$ cat src/adc_ctl_pkg.sv
package adc_ctl_pkg;

	localparam int unsigned ADDR_W = 8;
	localparam int unsigned DATA_W = 32;
	localparam int unsigned PIN_COUNT = 11;
	localparam int unsigned CHANNEL_W = 6;
	localparam int unsigned RESULT_W = 10;

	// Register indices; byte address is four times the index
	localparam logic [5:0] IDX_CONTROL_A = 6'h00;
	localparam logic [5:0] IDX_SELECT = 6'h01;
	localparam logic [5:0] IDX_CONTROL_B = 6'h03;
	localparam logic [5:0] IDX_DISABLE_0 = 6'h04;
	localparam logic [5:0] IDX_DISABLE_1 = 6'h05;
	localparam logic [5:0] IDX_STATUS = 6'h06;
	localparam logic [5:0] IDX_RESULT = 6'h07;
	localparam logic [7:0] ADDR_CONTROL_A = {IDX_CONTROL_A, 2'b00};
	localparam logic [7:0] ADDR_SELECT = {IDX_SELECT, 2'b00};
	localparam logic [7:0] ADDR_CONTROL_B = {IDX_CONTROL_B, 2'b00};
	localparam logic [7:0] ADDR_DISABLE_0 = {IDX_DISABLE_0, 2'b00};
	localparam logic [7:0] ADDR_DISABLE_1 = {IDX_DISABLE_1, 2'b00};
	localparam logic [7:0] ADDR_STATUS = {IDX_STATUS, 2'b00};
	localparam logic [7:0] ADDR_RESULT = {IDX_RESULT, 2'b00};

	// Reset values
	localparam logic [7:0] CONTROL_B_RESET = 8'h00;
	localparam logic [7:0] DISABLE_RESET = 8'h00;
	localparam logic [7:0] CONTROL_A_RESET = 8'h00;
	localparam logic [7:0] SELECT_RESET = 8'h00;

	// Control register B fields
	localparam int BIPOLAR_BIT = 7;
	localparam int GAIN_BOOST_BIT = 6;
	localparam int REF_MSB_BIT = 4;
	localparam int CHANNEL_MSB_BIT = 3;
	localparam int TRIG_HI = 2;
	localparam int TRIG_LO = 0;
	localparam logic [7:0] CONTROL_B_WMASK = 8'hdf;

	// Control register A fields
	localparam int ENABLE_BIT = 7;
	localparam int START_BIT = 6;
	localparam int AUTO_TRIG_BIT = 5;
	localparam logic [7:0] CONTROL_A_WMASK = 8'ha0;

	// Select register fields
	localparam int REF_LOW_HI = 7;
	localparam int REF_LOW_LO = 6;
	localparam int CHAN_LOW_HI = 4;
	localparam int CHAN_LOW_LO = 0;
	localparam logic [7:0] SELECT_WMASK = 8'hdf;

	// Input disable fields
	localparam int REF_PIN_OFF_BIT = 3;
	localparam logic [7:0] DISABLE_0_WMASK = 8'hff;
	localparam logic [7:0] DISABLE_1_WMASK = 8'hf0;

	// Channel decode masks, one bit per selector value
	localparam logic [63:0] DIFF_MASK = 64'h7fffffff_3ffff800;
	localparam logic [63:0] HIGH_GAIN_MASK = 64'h7d555555_1ad66800;

	localparam logic [9:0] SATURATED = 10'h3ff;
	localparam logic [8:0] MAG_MAX = 9'h1ff;

	// Extended conversion length in converter clock cycles
	localparam int unsigned LONG_CONV_CYCLES = 25;

	typedef enum logic [2:0] {
		TRIG_FREE,
		TRIG_COMPARATOR,
		TRIG_EXT_INT0,
		TRIG_T0_CMP_A,
		TRIG_T0_OVF,
		TRIG_T0_CMP_B,
		TRIG_T1_OVF,
		TRIG_WATCHDOG
	} trig_src_t;

	typedef enum logic [2:0] {
		REF_VCC,
		REF_EXTERNAL,
		REF_INT_1V1,
		REF_RESERVED,
		REF_INT_2V56,
		REF_INT_2V56_BYPASS
	} ref_mode_t;

	typedef enum logic [1:0] {GAIN_1X, GAIN_8X, GAIN_20X, GAIN_32X} gain_t;

	typedef struct packed {
		logic comparator;
		logic ext_int0;
		logic t0_cmp_a;
		logic t0_ovf;
		logic t0_cmp_b;
		logic t1_ovf;
		logic watchdog;
	} trig_flags_t;

	typedef struct packed {
		logic bipolar;
		logic differential;
		gain_t gain;
		ref_mode_t ref_mode;
		logic [CHANNEL_W-1:0] channel;
		logic extended;
	} core_cfg_t;

	typedef struct packed {
		logic valid;
		logic negative;
		logic [RESULT_W-1:0] magnitude;
	} raw_result_t;

endpackage

$ cat src/adc_trigger_gain_input_control.sv
`timescale 1ns/1ns
module adc_trigger_gain_input_control (
	input wire logic sys_clk,
	input wire logic reset,
	input wire logic [7:0] paddr,
	input wire logic psel,
	input wire logic penable,
	input wire logic pwrite,
	input wire logic [31:0] pwdata,
	output logic [31:0] prdata,
	output logic pready,
	output logic pslverr,
	input wire adc_ctl_pkg::trig_flags_t trig_flags,
	input wire logic conversion_done_flag,
	input wire logic conversion_busy,
	input wire adc_ctl_pkg::raw_result_t raw_result,
	output adc_ctl_pkg::core_cfg_t core_cfg,
	output logic start_conversion,
	output logic [9:0] conversion_result,
	output logic result_valid,
	input wire logic [10:0] analog_pin_in,
	input wire logic reference_pin_in,
	output logic [10:0] analog_pin_read,
	output logic reference_pin_read,
	output logic [10:0] analog_input_off,
	output logic reference_input_off
);
	logic [7:0] converter_control_b_r;
	logic [7:0] analog_input_disable_0_r;
	logic [7:0] analog_input_disable_1_r;
	logic [7:0] control_a_r;
	logic [7:0] select_r;
	logic [5:0] active_channel_r;
	logic [2:0] active_ref_r;
	logic extended_r;
	logic start_r;
	logic [9:0] result_r;
	logic valid_r;
	logic [31:0] prdata_r;
	logic [2:0] trig_sel_r;
	logic setup;
	logic access;
	logic wr;
	logic mapped;
	logic [31:0] read_mux;
	logic [5:0] pending_channel;
	logic [2:0] pending_ref;
	logic trig_level;
	logic trig_rise;
	logic to_free;
	logic manual_start;
	logic auto_start;
	logic [11:0] pins_sync;
	logic [8:0] clipped;
	adc_ctl_pkg::trig_src_t trig_src;
	adc_ctl_pkg::ref_mode_t ref_mode;
	adc_ctl_pkg::gain_t gain;
	logic diff;

	// APB: read data captured in setup, so every access ends in one cycle
	assign setup = psel & ~penable;
	assign access = psel & penable;
	assign pready = access;
	assign wr = access & pwrite & mapped;
	assign pslverr = access & ~mapped;

	always_comb begin
		mapped = 1'b1;
		read_mux = '0;
		case (paddr)
			adc_ctl_pkg::ADDR_CONTROL_A: begin
				read_mux[7:0] = control_a_r;
				read_mux[adc_ctl_pkg::START_BIT] = conversion_busy;
			end
			adc_ctl_pkg::ADDR_SELECT: read_mux[7:0] = select_r;
			// Bit 5 is masked at write time and so always reads zero
			adc_ctl_pkg::ADDR_CONTROL_B: read_mux[7:0] = converter_control_b_r;
			adc_ctl_pkg::ADDR_DISABLE_0: read_mux[7:0] = analog_input_disable_0_r;
			adc_ctl_pkg::ADDR_DISABLE_1: read_mux[7:0] = analog_input_disable_1_r;
			adc_ctl_pkg::ADDR_STATUS: begin
				read_mux[0] = conversion_busy;
				read_mux[1] = conversion_done_flag;
				read_mux[2] = extended_r;
				read_mux[6:4] = active_ref_r;
				read_mux[13:8] = active_channel_r;
			end
			adc_ctl_pkg::ADDR_RESULT: read_mux[9:0] = result_r;
			default: mapped = 1'b0;
		endcase
	end

	always_ff @(posedge sys_clk) begin
		if (reset) begin
			prdata_r <= '0;
		end else if (setup & ~pwrite) begin
			prdata_r <= read_mux;
		end
	end
	assign prdata = prdata_r;

	always_ff @(posedge sys_clk) begin
		if (reset) begin
			converter_control_b_r <= adc_ctl_pkg::CONTROL_B_RESET;
		end else if (wr && paddr == adc_ctl_pkg::ADDR_CONTROL_B) begin
			converter_control_b_r <= pwdata[7:0] &
				adc_ctl_pkg::CONTROL_B_WMASK;
		end
	end

	always_ff @(posedge sys_clk) begin
		if (reset) begin
			analog_input_disable_0_r <= adc_ctl_pkg::DISABLE_RESET;
			analog_input_disable_1_r <= adc_ctl_pkg::DISABLE_RESET;
		end else if (wr && paddr == adc_ctl_pkg::ADDR_DISABLE_0) begin
			analog_input_disable_0_r <= pwdata[7:0] &
				adc_ctl_pkg::DISABLE_0_WMASK;
		end else if (wr && paddr == adc_ctl_pkg::ADDR_DISABLE_1) begin
			analog_input_disable_1_r <= pwdata[7:0] &
				adc_ctl_pkg::DISABLE_1_WMASK;
		end
	end

	always_ff @(posedge sys_clk) begin
		if (reset) begin
			control_a_r <= adc_ctl_pkg::CONTROL_A_RESET;
			select_r <= adc_ctl_pkg::SELECT_RESET;
		end else if (wr && paddr == adc_ctl_pkg::ADDR_CONTROL_A) begin
			control_a_r <= pwdata[7:0] & adc_ctl_pkg::CONTROL_A_WMASK;
		end else if (wr && paddr == adc_ctl_pkg::ADDR_SELECT) begin
			select_r <= pwdata[7:0] & adc_ctl_pkg::SELECT_WMASK;
		end
	end

	// Channel and reference follow software only between conversions
	assign pending_channel = {
		converter_control_b_r[adc_ctl_pkg::CHANNEL_MSB_BIT],
		select_r[adc_ctl_pkg::CHAN_LOW_HI:adc_ctl_pkg::CHAN_LOW_LO]};
	assign pending_ref = {
		converter_control_b_r[adc_ctl_pkg::REF_MSB_BIT],
		select_r[adc_ctl_pkg::REF_LOW_HI:adc_ctl_pkg::REF_LOW_LO]};

	always_ff @(posedge sys_clk) begin
		if (reset) begin
			active_channel_r <= '0;
			active_ref_r <= '0;
		end else if (!conversion_busy) begin
			active_channel_r <= pending_channel;
			active_ref_r <= pending_ref;
		end
	end

	// A new reference is set even when a start clears it in the same cycle
	always_ff @(posedge sys_clk) begin
		if (reset) begin
			extended_r <= 1'b0;
		end else if (!conversion_busy && pending_ref != active_ref_r) begin
			extended_r <= 1'b1;
		end else if (start_r) begin
			extended_r <= 1'b0;
		end
	end

	always_comb begin
		case (active_ref_r)
			3'b010: ref_mode = adc_ctl_pkg::REF_INT_1V1;
			3'b011: ref_mode = adc_ctl_pkg::REF_RESERVED;
			3'b110: ref_mode = adc_ctl_pkg::REF_INT_2V56;
			3'b111: ref_mode = adc_ctl_pkg::REF_INT_2V56_BYPASS;
			3'b001, 3'b101: ref_mode = adc_ctl_pkg::REF_EXTERNAL;
			default: ref_mode = adc_ctl_pkg::REF_VCC;
		endcase
	end

	// Boost only touches differential pairs with a boost option
	assign diff = adc_ctl_pkg::DIFF_MASK[active_channel_r];
	always_comb begin
		if (!diff) begin
			gain = adc_ctl_pkg::GAIN_1X;
		end else if (adc_ctl_pkg::HIGH_GAIN_MASK[active_channel_r]) begin
			gain = (converter_control_b_r[adc_ctl_pkg::GAIN_BOOST_BIT] &&
				active_channel_r[adc_ctl_pkg::CHANNEL_W-1]) ? adc_ctl_pkg::GAIN_32X :
				adc_ctl_pkg::GAIN_20X;
		end else begin
			gain = (converter_control_b_r[adc_ctl_pkg::GAIN_BOOST_BIT] &&
				active_channel_r[adc_ctl_pkg::CHANNEL_W-1]) ? adc_ctl_pkg::GAIN_8X :
				adc_ctl_pkg::GAIN_1X;
		end
	end

	always_comb begin
		core_cfg.bipolar =
			converter_control_b_r[adc_ctl_pkg::BIPOLAR_BIT];
		core_cfg.differential = diff;
		core_cfg.gain = gain;
		core_cfg.ref_mode = ref_mode;
		core_cfg.channel = active_channel_r;
		core_cfg.extended = extended_r;
	end

	// Trigger source selection
	assign trig_src = adc_ctl_pkg::trig_src_t'(
		converter_control_b_r[adc_ctl_pkg::TRIG_HI:adc_ctl_pkg::TRIG_LO]);

	always_comb begin
		case (trig_src)
			adc_ctl_pkg::TRIG_FREE: trig_level = conversion_done_flag;
			adc_ctl_pkg::TRIG_COMPARATOR: trig_level = trig_flags.comparator;
			adc_ctl_pkg::TRIG_EXT_INT0: trig_level = trig_flags.ext_int0;
			adc_ctl_pkg::TRIG_T0_CMP_A: trig_level = trig_flags.t0_cmp_a;
			adc_ctl_pkg::TRIG_T0_OVF: trig_level = trig_flags.t0_ovf;
			adc_ctl_pkg::TRIG_T0_CMP_B: trig_level = trig_flags.t0_cmp_b;
			adc_ctl_pkg::TRIG_T1_OVF: trig_level = trig_flags.t1_ovf;
			adc_ctl_pkg::TRIG_WATCHDOG: trig_level = trig_flags.watchdog;
			default: trig_level = 1'b0;
		endcase
	end

	always_ff @(posedge sys_clk) begin
		if (reset) begin
			trig_sel_r <= '0;
		end else begin
			trig_sel_r <= trig_src;
		end
	end

	// Entering free running masks the edge for that one cycle
	assign to_free = (trig_src == adc_ctl_pkg::TRIG_FREE) &&
		(trig_sel_r != adc_ctl_pkg::TRIG_FREE);

	trig_edge u_trig_edge (
		.sys_clk(sys_clk),
		.reset(reset),
		.level(trig_level),
		.suppress(to_free),
		.rise(trig_rise)
	);

	assign auto_start = control_a_r[adc_ctl_pkg::AUTO_TRIG_BIT] &&
		control_a_r[adc_ctl_pkg::ENABLE_BIT] && trig_rise;
	assign manual_start = wr && paddr == adc_ctl_pkg::ADDR_CONTROL_A &&
		pwdata[adc_ctl_pkg::START_BIT] && pwdata[adc_ctl_pkg::ENABLE_BIT];

	// Starts while busy are dropped; the core cannot queue them
	always_ff @(posedge sys_clk) begin
		if (reset) begin
			start_r <= 1'b0;
		end else begin
			start_r <= (auto_start | manual_start) & ~conversion_busy;
		end
	end
	assign start_conversion = start_r;

	// Result formatting
	assign clipped = (raw_result.magnitude > {1'b0, adc_ctl_pkg::MAG_MAX}) ?
		adc_ctl_pkg::MAG_MAX : raw_result.magnitude[8:0];

	always_ff @(posedge sys_clk) begin
		if (reset) begin
			result_r <= '0;
		end else if (raw_result.valid) begin
			if (converter_control_b_r[adc_ctl_pkg::BIPOLAR_BIT]) begin
				result_r <= raw_result.negative ?
					10'(-{1'b0, clipped}) : {1'b0, clipped};
			end else if (raw_result.negative) begin
				result_r <= adc_ctl_pkg::SATURATED;
			end else begin
				result_r <= raw_result.magnitude;
			end
		end
	end

	always_ff @(posedge sys_clk) begin
		if (reset) begin
			valid_r <= 1'b0;
		end else begin
			valid_r <= raw_result.valid;
		end
	end
	assign conversion_result = result_r;
	assign result_valid = valid_r;

	// Digital input buffers and pin reads
	pin_sync #(
		.WIDTH(adc_ctl_pkg::PIN_COUNT + 1)
	) u_pin_sync (
		.sys_clk(sys_clk),
		.reset(reset),
		.pin_in({reference_pin_in, analog_pin_in}),
		.pin_out(pins_sync)
	);

	assign analog_input_off = {analog_input_disable_1_r[7:4],
		analog_input_disable_0_r[7:4], analog_input_disable_0_r[2:0]};
	assign reference_input_off =
		analog_input_disable_0_r[adc_ctl_pkg::REF_PIN_OFF_BIT];
	assign analog_pin_read = pins_sync[10:0] & ~analog_input_off;
	assign reference_pin_read = pins_sync[11] & ~reference_input_off;
endmodule

$ cat src/pin_sync.sv
`timescale 1ns/1ns
module pin_sync #(
	parameter int unsigned WIDTH = 1
) (
	input wire logic sys_clk,
	input wire logic reset,
	input wire logic [WIDTH-1:0] pin_in,
	output logic [WIDTH-1:0] pin_out
);
	logic [WIDTH-1:0] s1_r;
	logic [WIDTH-1:0] s2_r;
	logic [WIDTH-1:0] s3_r;

	always_ff @(posedge sys_clk) begin
		if (reset) begin
			s1_r <= '0;
			s2_r <= '0;
			s3_r <= '0;
		end else begin
			s1_r <= pin_in;
			s2_r <= s1_r;
			s3_r <= s2_r;
		end
	end

	// A bit changes only once the last two stages agree
	always_ff @(posedge sys_clk) begin
		if (reset) begin
			pin_out <= '0;
		end else begin
			for (int i = 0; i < WIDTH; i++) begin
				if (s2_r[i] == s3_r[i]) begin
					pin_out[i] <= s3_r[i];
				end
			end
		end
	end
endmodule

$ cat src/trig_edge.sv
`timescale 1ns/1ns
module trig_edge (
	input wire logic sys_clk,
	input wire logic reset,
	input wire logic level,
	input wire logic suppress,
	output logic rise
);
	logic level_r;

	// Level is kept whatever the source, so a switch of source can rise
	always_ff @(posedge sys_clk) begin
		if (reset) begin
			level_r <= 1'b0;
		end else begin
			level_r <= level;
		end
	end

	assign rise = level & ~level_r & ~suppress;
endmodule

$ cat config.mk
export PLATFORM = sky130hd
export DESIGN_NAME = adc_trigger_gain_input_control
export DESIGN_NICKNAME = d
export VERILOG_FILES = /design/src/adc_ctl_pkg.sv /design/src/adc_trigger_gain_input_control.sv /design/src/pin_sync.sv /design/src/trig_edge.sv
export SDC_FILE = /design/constraint.sdc
export NUM_CORES = 1
export LEC_CHECK = 0
export BUFFER_PORTS_ARGS = -buffer_cell sky130_fd_sc_hd__clkbuf_2
export CAP_MARGIN = 20
export CORE_UTILIZATION = 45
export CTS_CLUSTER_SIZE = 8
export DETAILED_ROUTE_END_ITERATION = 10
export GPL_TIMING_DRIVEN = 0
export PLACE_DENSITY_LB_ADDON = 0.1
export SYNTH_ARGS = -nofsm -noshare
export SYNTH_HDL_FRONTEND = slang
export SYNTH_SLANG_ARGS = --single-unit
$ cat constraint.sdc
create_clock -name sys_clk -period 4.9 [get_ports sys_clk]
set_clock_uncertainty 0.15 [all_clocks]
set_input_delay 0.98 -clock sys_clk [delete_from_list [all_inputs] [get_ports sys_clk]]
set_output_delay 0.98 -clock sys_clk [all_outputs]
set_load 0.01 [all_outputs]
==> run metrics <==
asr flop ratio synth 0%; drt total wl 15.4 mm; Post-synth EDFFs 0; Seq cells post-synth 118; VDD IR max 0.214 mV; Initial DRC Count 368; gp weighted congestion 0.914; Vias 5054; final net count 833; H-tree lvl count 4; setup repair after global routing missed its margin no; Critical Path Fanout Max 9; Syn-to-layout area delta 26.4%; Req. time, crit path 3.77 ns; vias in the first global route 4682; Routed Antenna Nets 0; net switching power 575 uW; synthesized cell area 5310 um^2; Via density 5.57; DRC viols 0; minimum clock period after layout 3.37 ns; diode count 0; Main synth FF type dfxtp_1; Total Neg Setup Slack 0 ns; worst slew pin tran 0.812 ns; worst path cell trace buf_2, inv_1, o311ai_0, and2_1, clkbuf_2; status finished clean; Netlist cell types 66; Hold Startpoint u_pin_sync.s1_r[3]; R2R Path Start select_r[0]; worst path bufs/invs 3; CP Launch Type input pin; total I/O pin count 162; CTS sink count 118; setup violators final 0; grt total ovfl 0; postcts setup bufs 0; hold depth 1; relative slew slack 45.9%; final slew viol count 0; deepest clock path buffer count 2; # rows 39; crit end category primary output; Leak Pwr 2.81 nW; hold_buf cts 0; min-delay worst type reg -> reg; Mapped Cells 599; core area 11500 um^2; Worst EP arrival 2.24 ns; Slowest-stage cell, CP o311ai_0; Worst-Skew Late Latency 0.41 ns; port bufs 117; Crit Path Class in -> out; Cell Int Power 1.78 mW; PostCTS Resize Cnt 0; fmax 297 MHz; initial antenna violation count 0; Yosys warning total 0; total CTS buffers 17; Logic pwr share 7.0%; r2r setup slk 2.83 ns; Initial Util 46.3%; part of the power in registers 42.3%; Max-Cap Viols 0; Pre-antenna DRT Iters 5; share of cells above drive strength 1 27.1%; Max stage delay on crit path 0.59 ns; Clock Power Share 50.7%; largest net degree at the start of global routing 17; Top delay family on crit path compound AO/OA/AOI/OAI gates; Area after DPL 6140 um^2; final hold violation count 0; Die Ht 111 um; Post-DP HPWL 11.6 mm; register clock-pin slew on the reported worst setup and hold paths 0.06 ns; Die ar. 12200 um^2; Tcrit/Tclk final 68.8%; sequential share of the synthesized area 44.5%; Power Density 350 nW/um^2; hold path endpoint u_pin_sync.s2_r[3]; CTS tree done; Horiz. Die Dim 111 um; syn_area_per_cell 8.87 um^2; fin area 6720 um^2; GRT Util Overall 25.5%; first-pass GRT wire length 24.4 mm; reg2reg path depth 7; Sw Share 24.5%; Root Driver clkbuf_16; wire length per cell 17.0 um
-- final cells by class --
cell class,instances,area (um^2)
sequential,118,2360
tap,143,179
inverter,13,48.8
clock buffer,19,453
buffer,57,323
multi-input combinational,428,2640
timing repair buffer,117,586
fill,1042,4750
clock inverter,13,124
-- layout by cell type, fill, tap and decap left out, types with 3 or more instances in the layout --
cell,instances
clkinvlp_4,6
a2bb2oi_1,3
nor2b_1,56
nor4_1,3
clkbuf_2,117
and2_1,9
nor2_1,33
a21o_1,3
dfxtp_1,118
clkbuf_1,19
mux2_2,6
inv_1,13
mux2i_1,19
clkbuf_16,17
xnor2_1,3
a22oi_1,5
nor3_1,8
a31oi_1,5
conb_1,18
buf_4,24
inv_6,3
nand2_1,47
a22o_1,6
nand3b_1,3
a211oi_1,5
o21ai_0,39
and3_1,4
buf_1,4
a221oi_1,6
a21oi_1,53
buf_2,9
nand3_1,44
ha_1,3
-- worst max path at each step --
| stage | depth (start not counted) | slack [ns] | to | startpoint |
|---|---|---|---|---|
| 2_1_floorplan | 4 | 1.98 | pslverr | paddr[3] |
| 3_3_place_gp | 5 | 1.64 | pslverr | paddr[1] |
| 3_5_place_dp | 5 | 1.56 | pslverr | paddr[3] |
| 4_1_cts | 5 | 1.57 | pslverr | paddr[3] |
| 5_1_grt | 5 | 1.46 | pslverr | paddr[3] |
| 6_report | 5 | 1.53 | pslverr | paddr[3] |
-- power by group through the flow --
stage	sequential [mW]	clock [mW]	combinational, mW
after detailed placement	1.01	0	0.162
after global placement	1.01	0	0.159
after global routing	0.996	1.26	0.179
after CTS	0.994	1.20	0.163
final	0.994	1.19	0.165
after floorplan	1.01	0	0.0900
-- cells by family after synthesis --
kind of cell / count (synthesis) / share of synthesized area (%)
xor gates and xnor gates: 3 / 0.495
muxes: 27 / 5.70
adders and majority gates: 3 / 0.706
and+or+nand+nor: 228 / 23.6
other: 1 / 0.0706
AOI/OAI and AO/OA: 149 / 18.0
DFF: 118 / 44.5
buffers and inverters: 70 / 6.99
-- flip-flops by register name, indices dropped and copies added, names as in the netlist, named ones only --
| signal | count |
|---|---|
| start_conversion | 1 |
| u_pin_sync.s1_r | 12 |
| active_channel_r | 6 |
| result_valid | 1 |
| prdata | 14 |
| u_pin_sync.s3_r | 12 |
| extended_r | 1 |
| select_r | 7 |
| trig_sel_r | 3 |
| u_trig_edge.level_r | 1 |
| analog_input_disable_1_r | 4 |
| conversion_result | 10 |
| converter_control_b_r | 7 |
| control_a_r | 2 |
| u_pin_sync.pin_out | 12 |
| active_ref_r | 3 |
| analog_input_disable_0_r | 8 |
| u_pin_sync.s2_r | 12 |
| diff | 1 |
-- cells in the mapped netlist, drive strengths merged (2+ instances only) --
library cell	instances	area (um^2)
o21ai	40	200
nor2b	56	350
or2	2	12.5
nand4b	2	17.5
mux2i	19	190
nor3	9	50.1
a22o	6	52.6
and4b	2	20.0
a22oi	5	37.5
nand2	47	176
a21o	3	22.5
a221oi	8	82.6
buf	38	251
a31oi	5	31.3
clkbuf	19	71.3
nor4b	3	47.5
nand3	44	220
mux2	6	67.6
xnor2	3	26.3
o31ai	2	15.0
mux4	2	45.0
nor2	33	124
inv	13	48.8
a2bb2oi	3	26.3
o311ai	2	17.5
and2	10	62.6
o221a	2	22.5
a211oi	6	50.1
a32o	2	20.0
ha	3	37.5
o41ai	2	25.0
nor4	6	65.1
a21oi	53	265
o32ai	2	17.5
nand3b	3	22.5
dfxtp	118	2360
and3	4	25.0
-- worst register-to-register path, cell delays in order (launching register included) --
cell and delay (ns):
dfxtp_1 0.43, mux2i_1 0.12, nor2_1 0.23, ha_1 0.31
and3b_1 0.17, a211o_1 0.24, o221ai_1 0.19, a2bb2oi_1 0.10
-- metal layers --
metal / wire length, um / GRT usage [%] / share of wire, %
met5: 0 / 0 / 0
met2: 7020 / 40.0 / 46
met4: 475 / 11.6 / 3.1
met1: 6660 / 33.0 / 43
met3: 1270 / 6.34 / 8.2
-- through the flow --
step / total power [mW] / setup WS [ns] / util, % / hold slack (ns) / cells
final: 2.35 / 1.53 / 58.6 / 0.287 / 908
after global routing: 2.43 / 1.46 / 58.6 / 0.302 / 908
after floorplan: 1.10 / 1.98 / - / 0.264 / 616
after CTS: 2.35 / 1.57 / 58.6 / 0.290 / 908
after global placement: 1.17 / 1.64 / 53.6 / 0.267 / 876
after detailed placement: 1.18 / 1.56 / 53.6 / 0.276 / 876
Note: power is estimated with default switching activity, not from simulation.
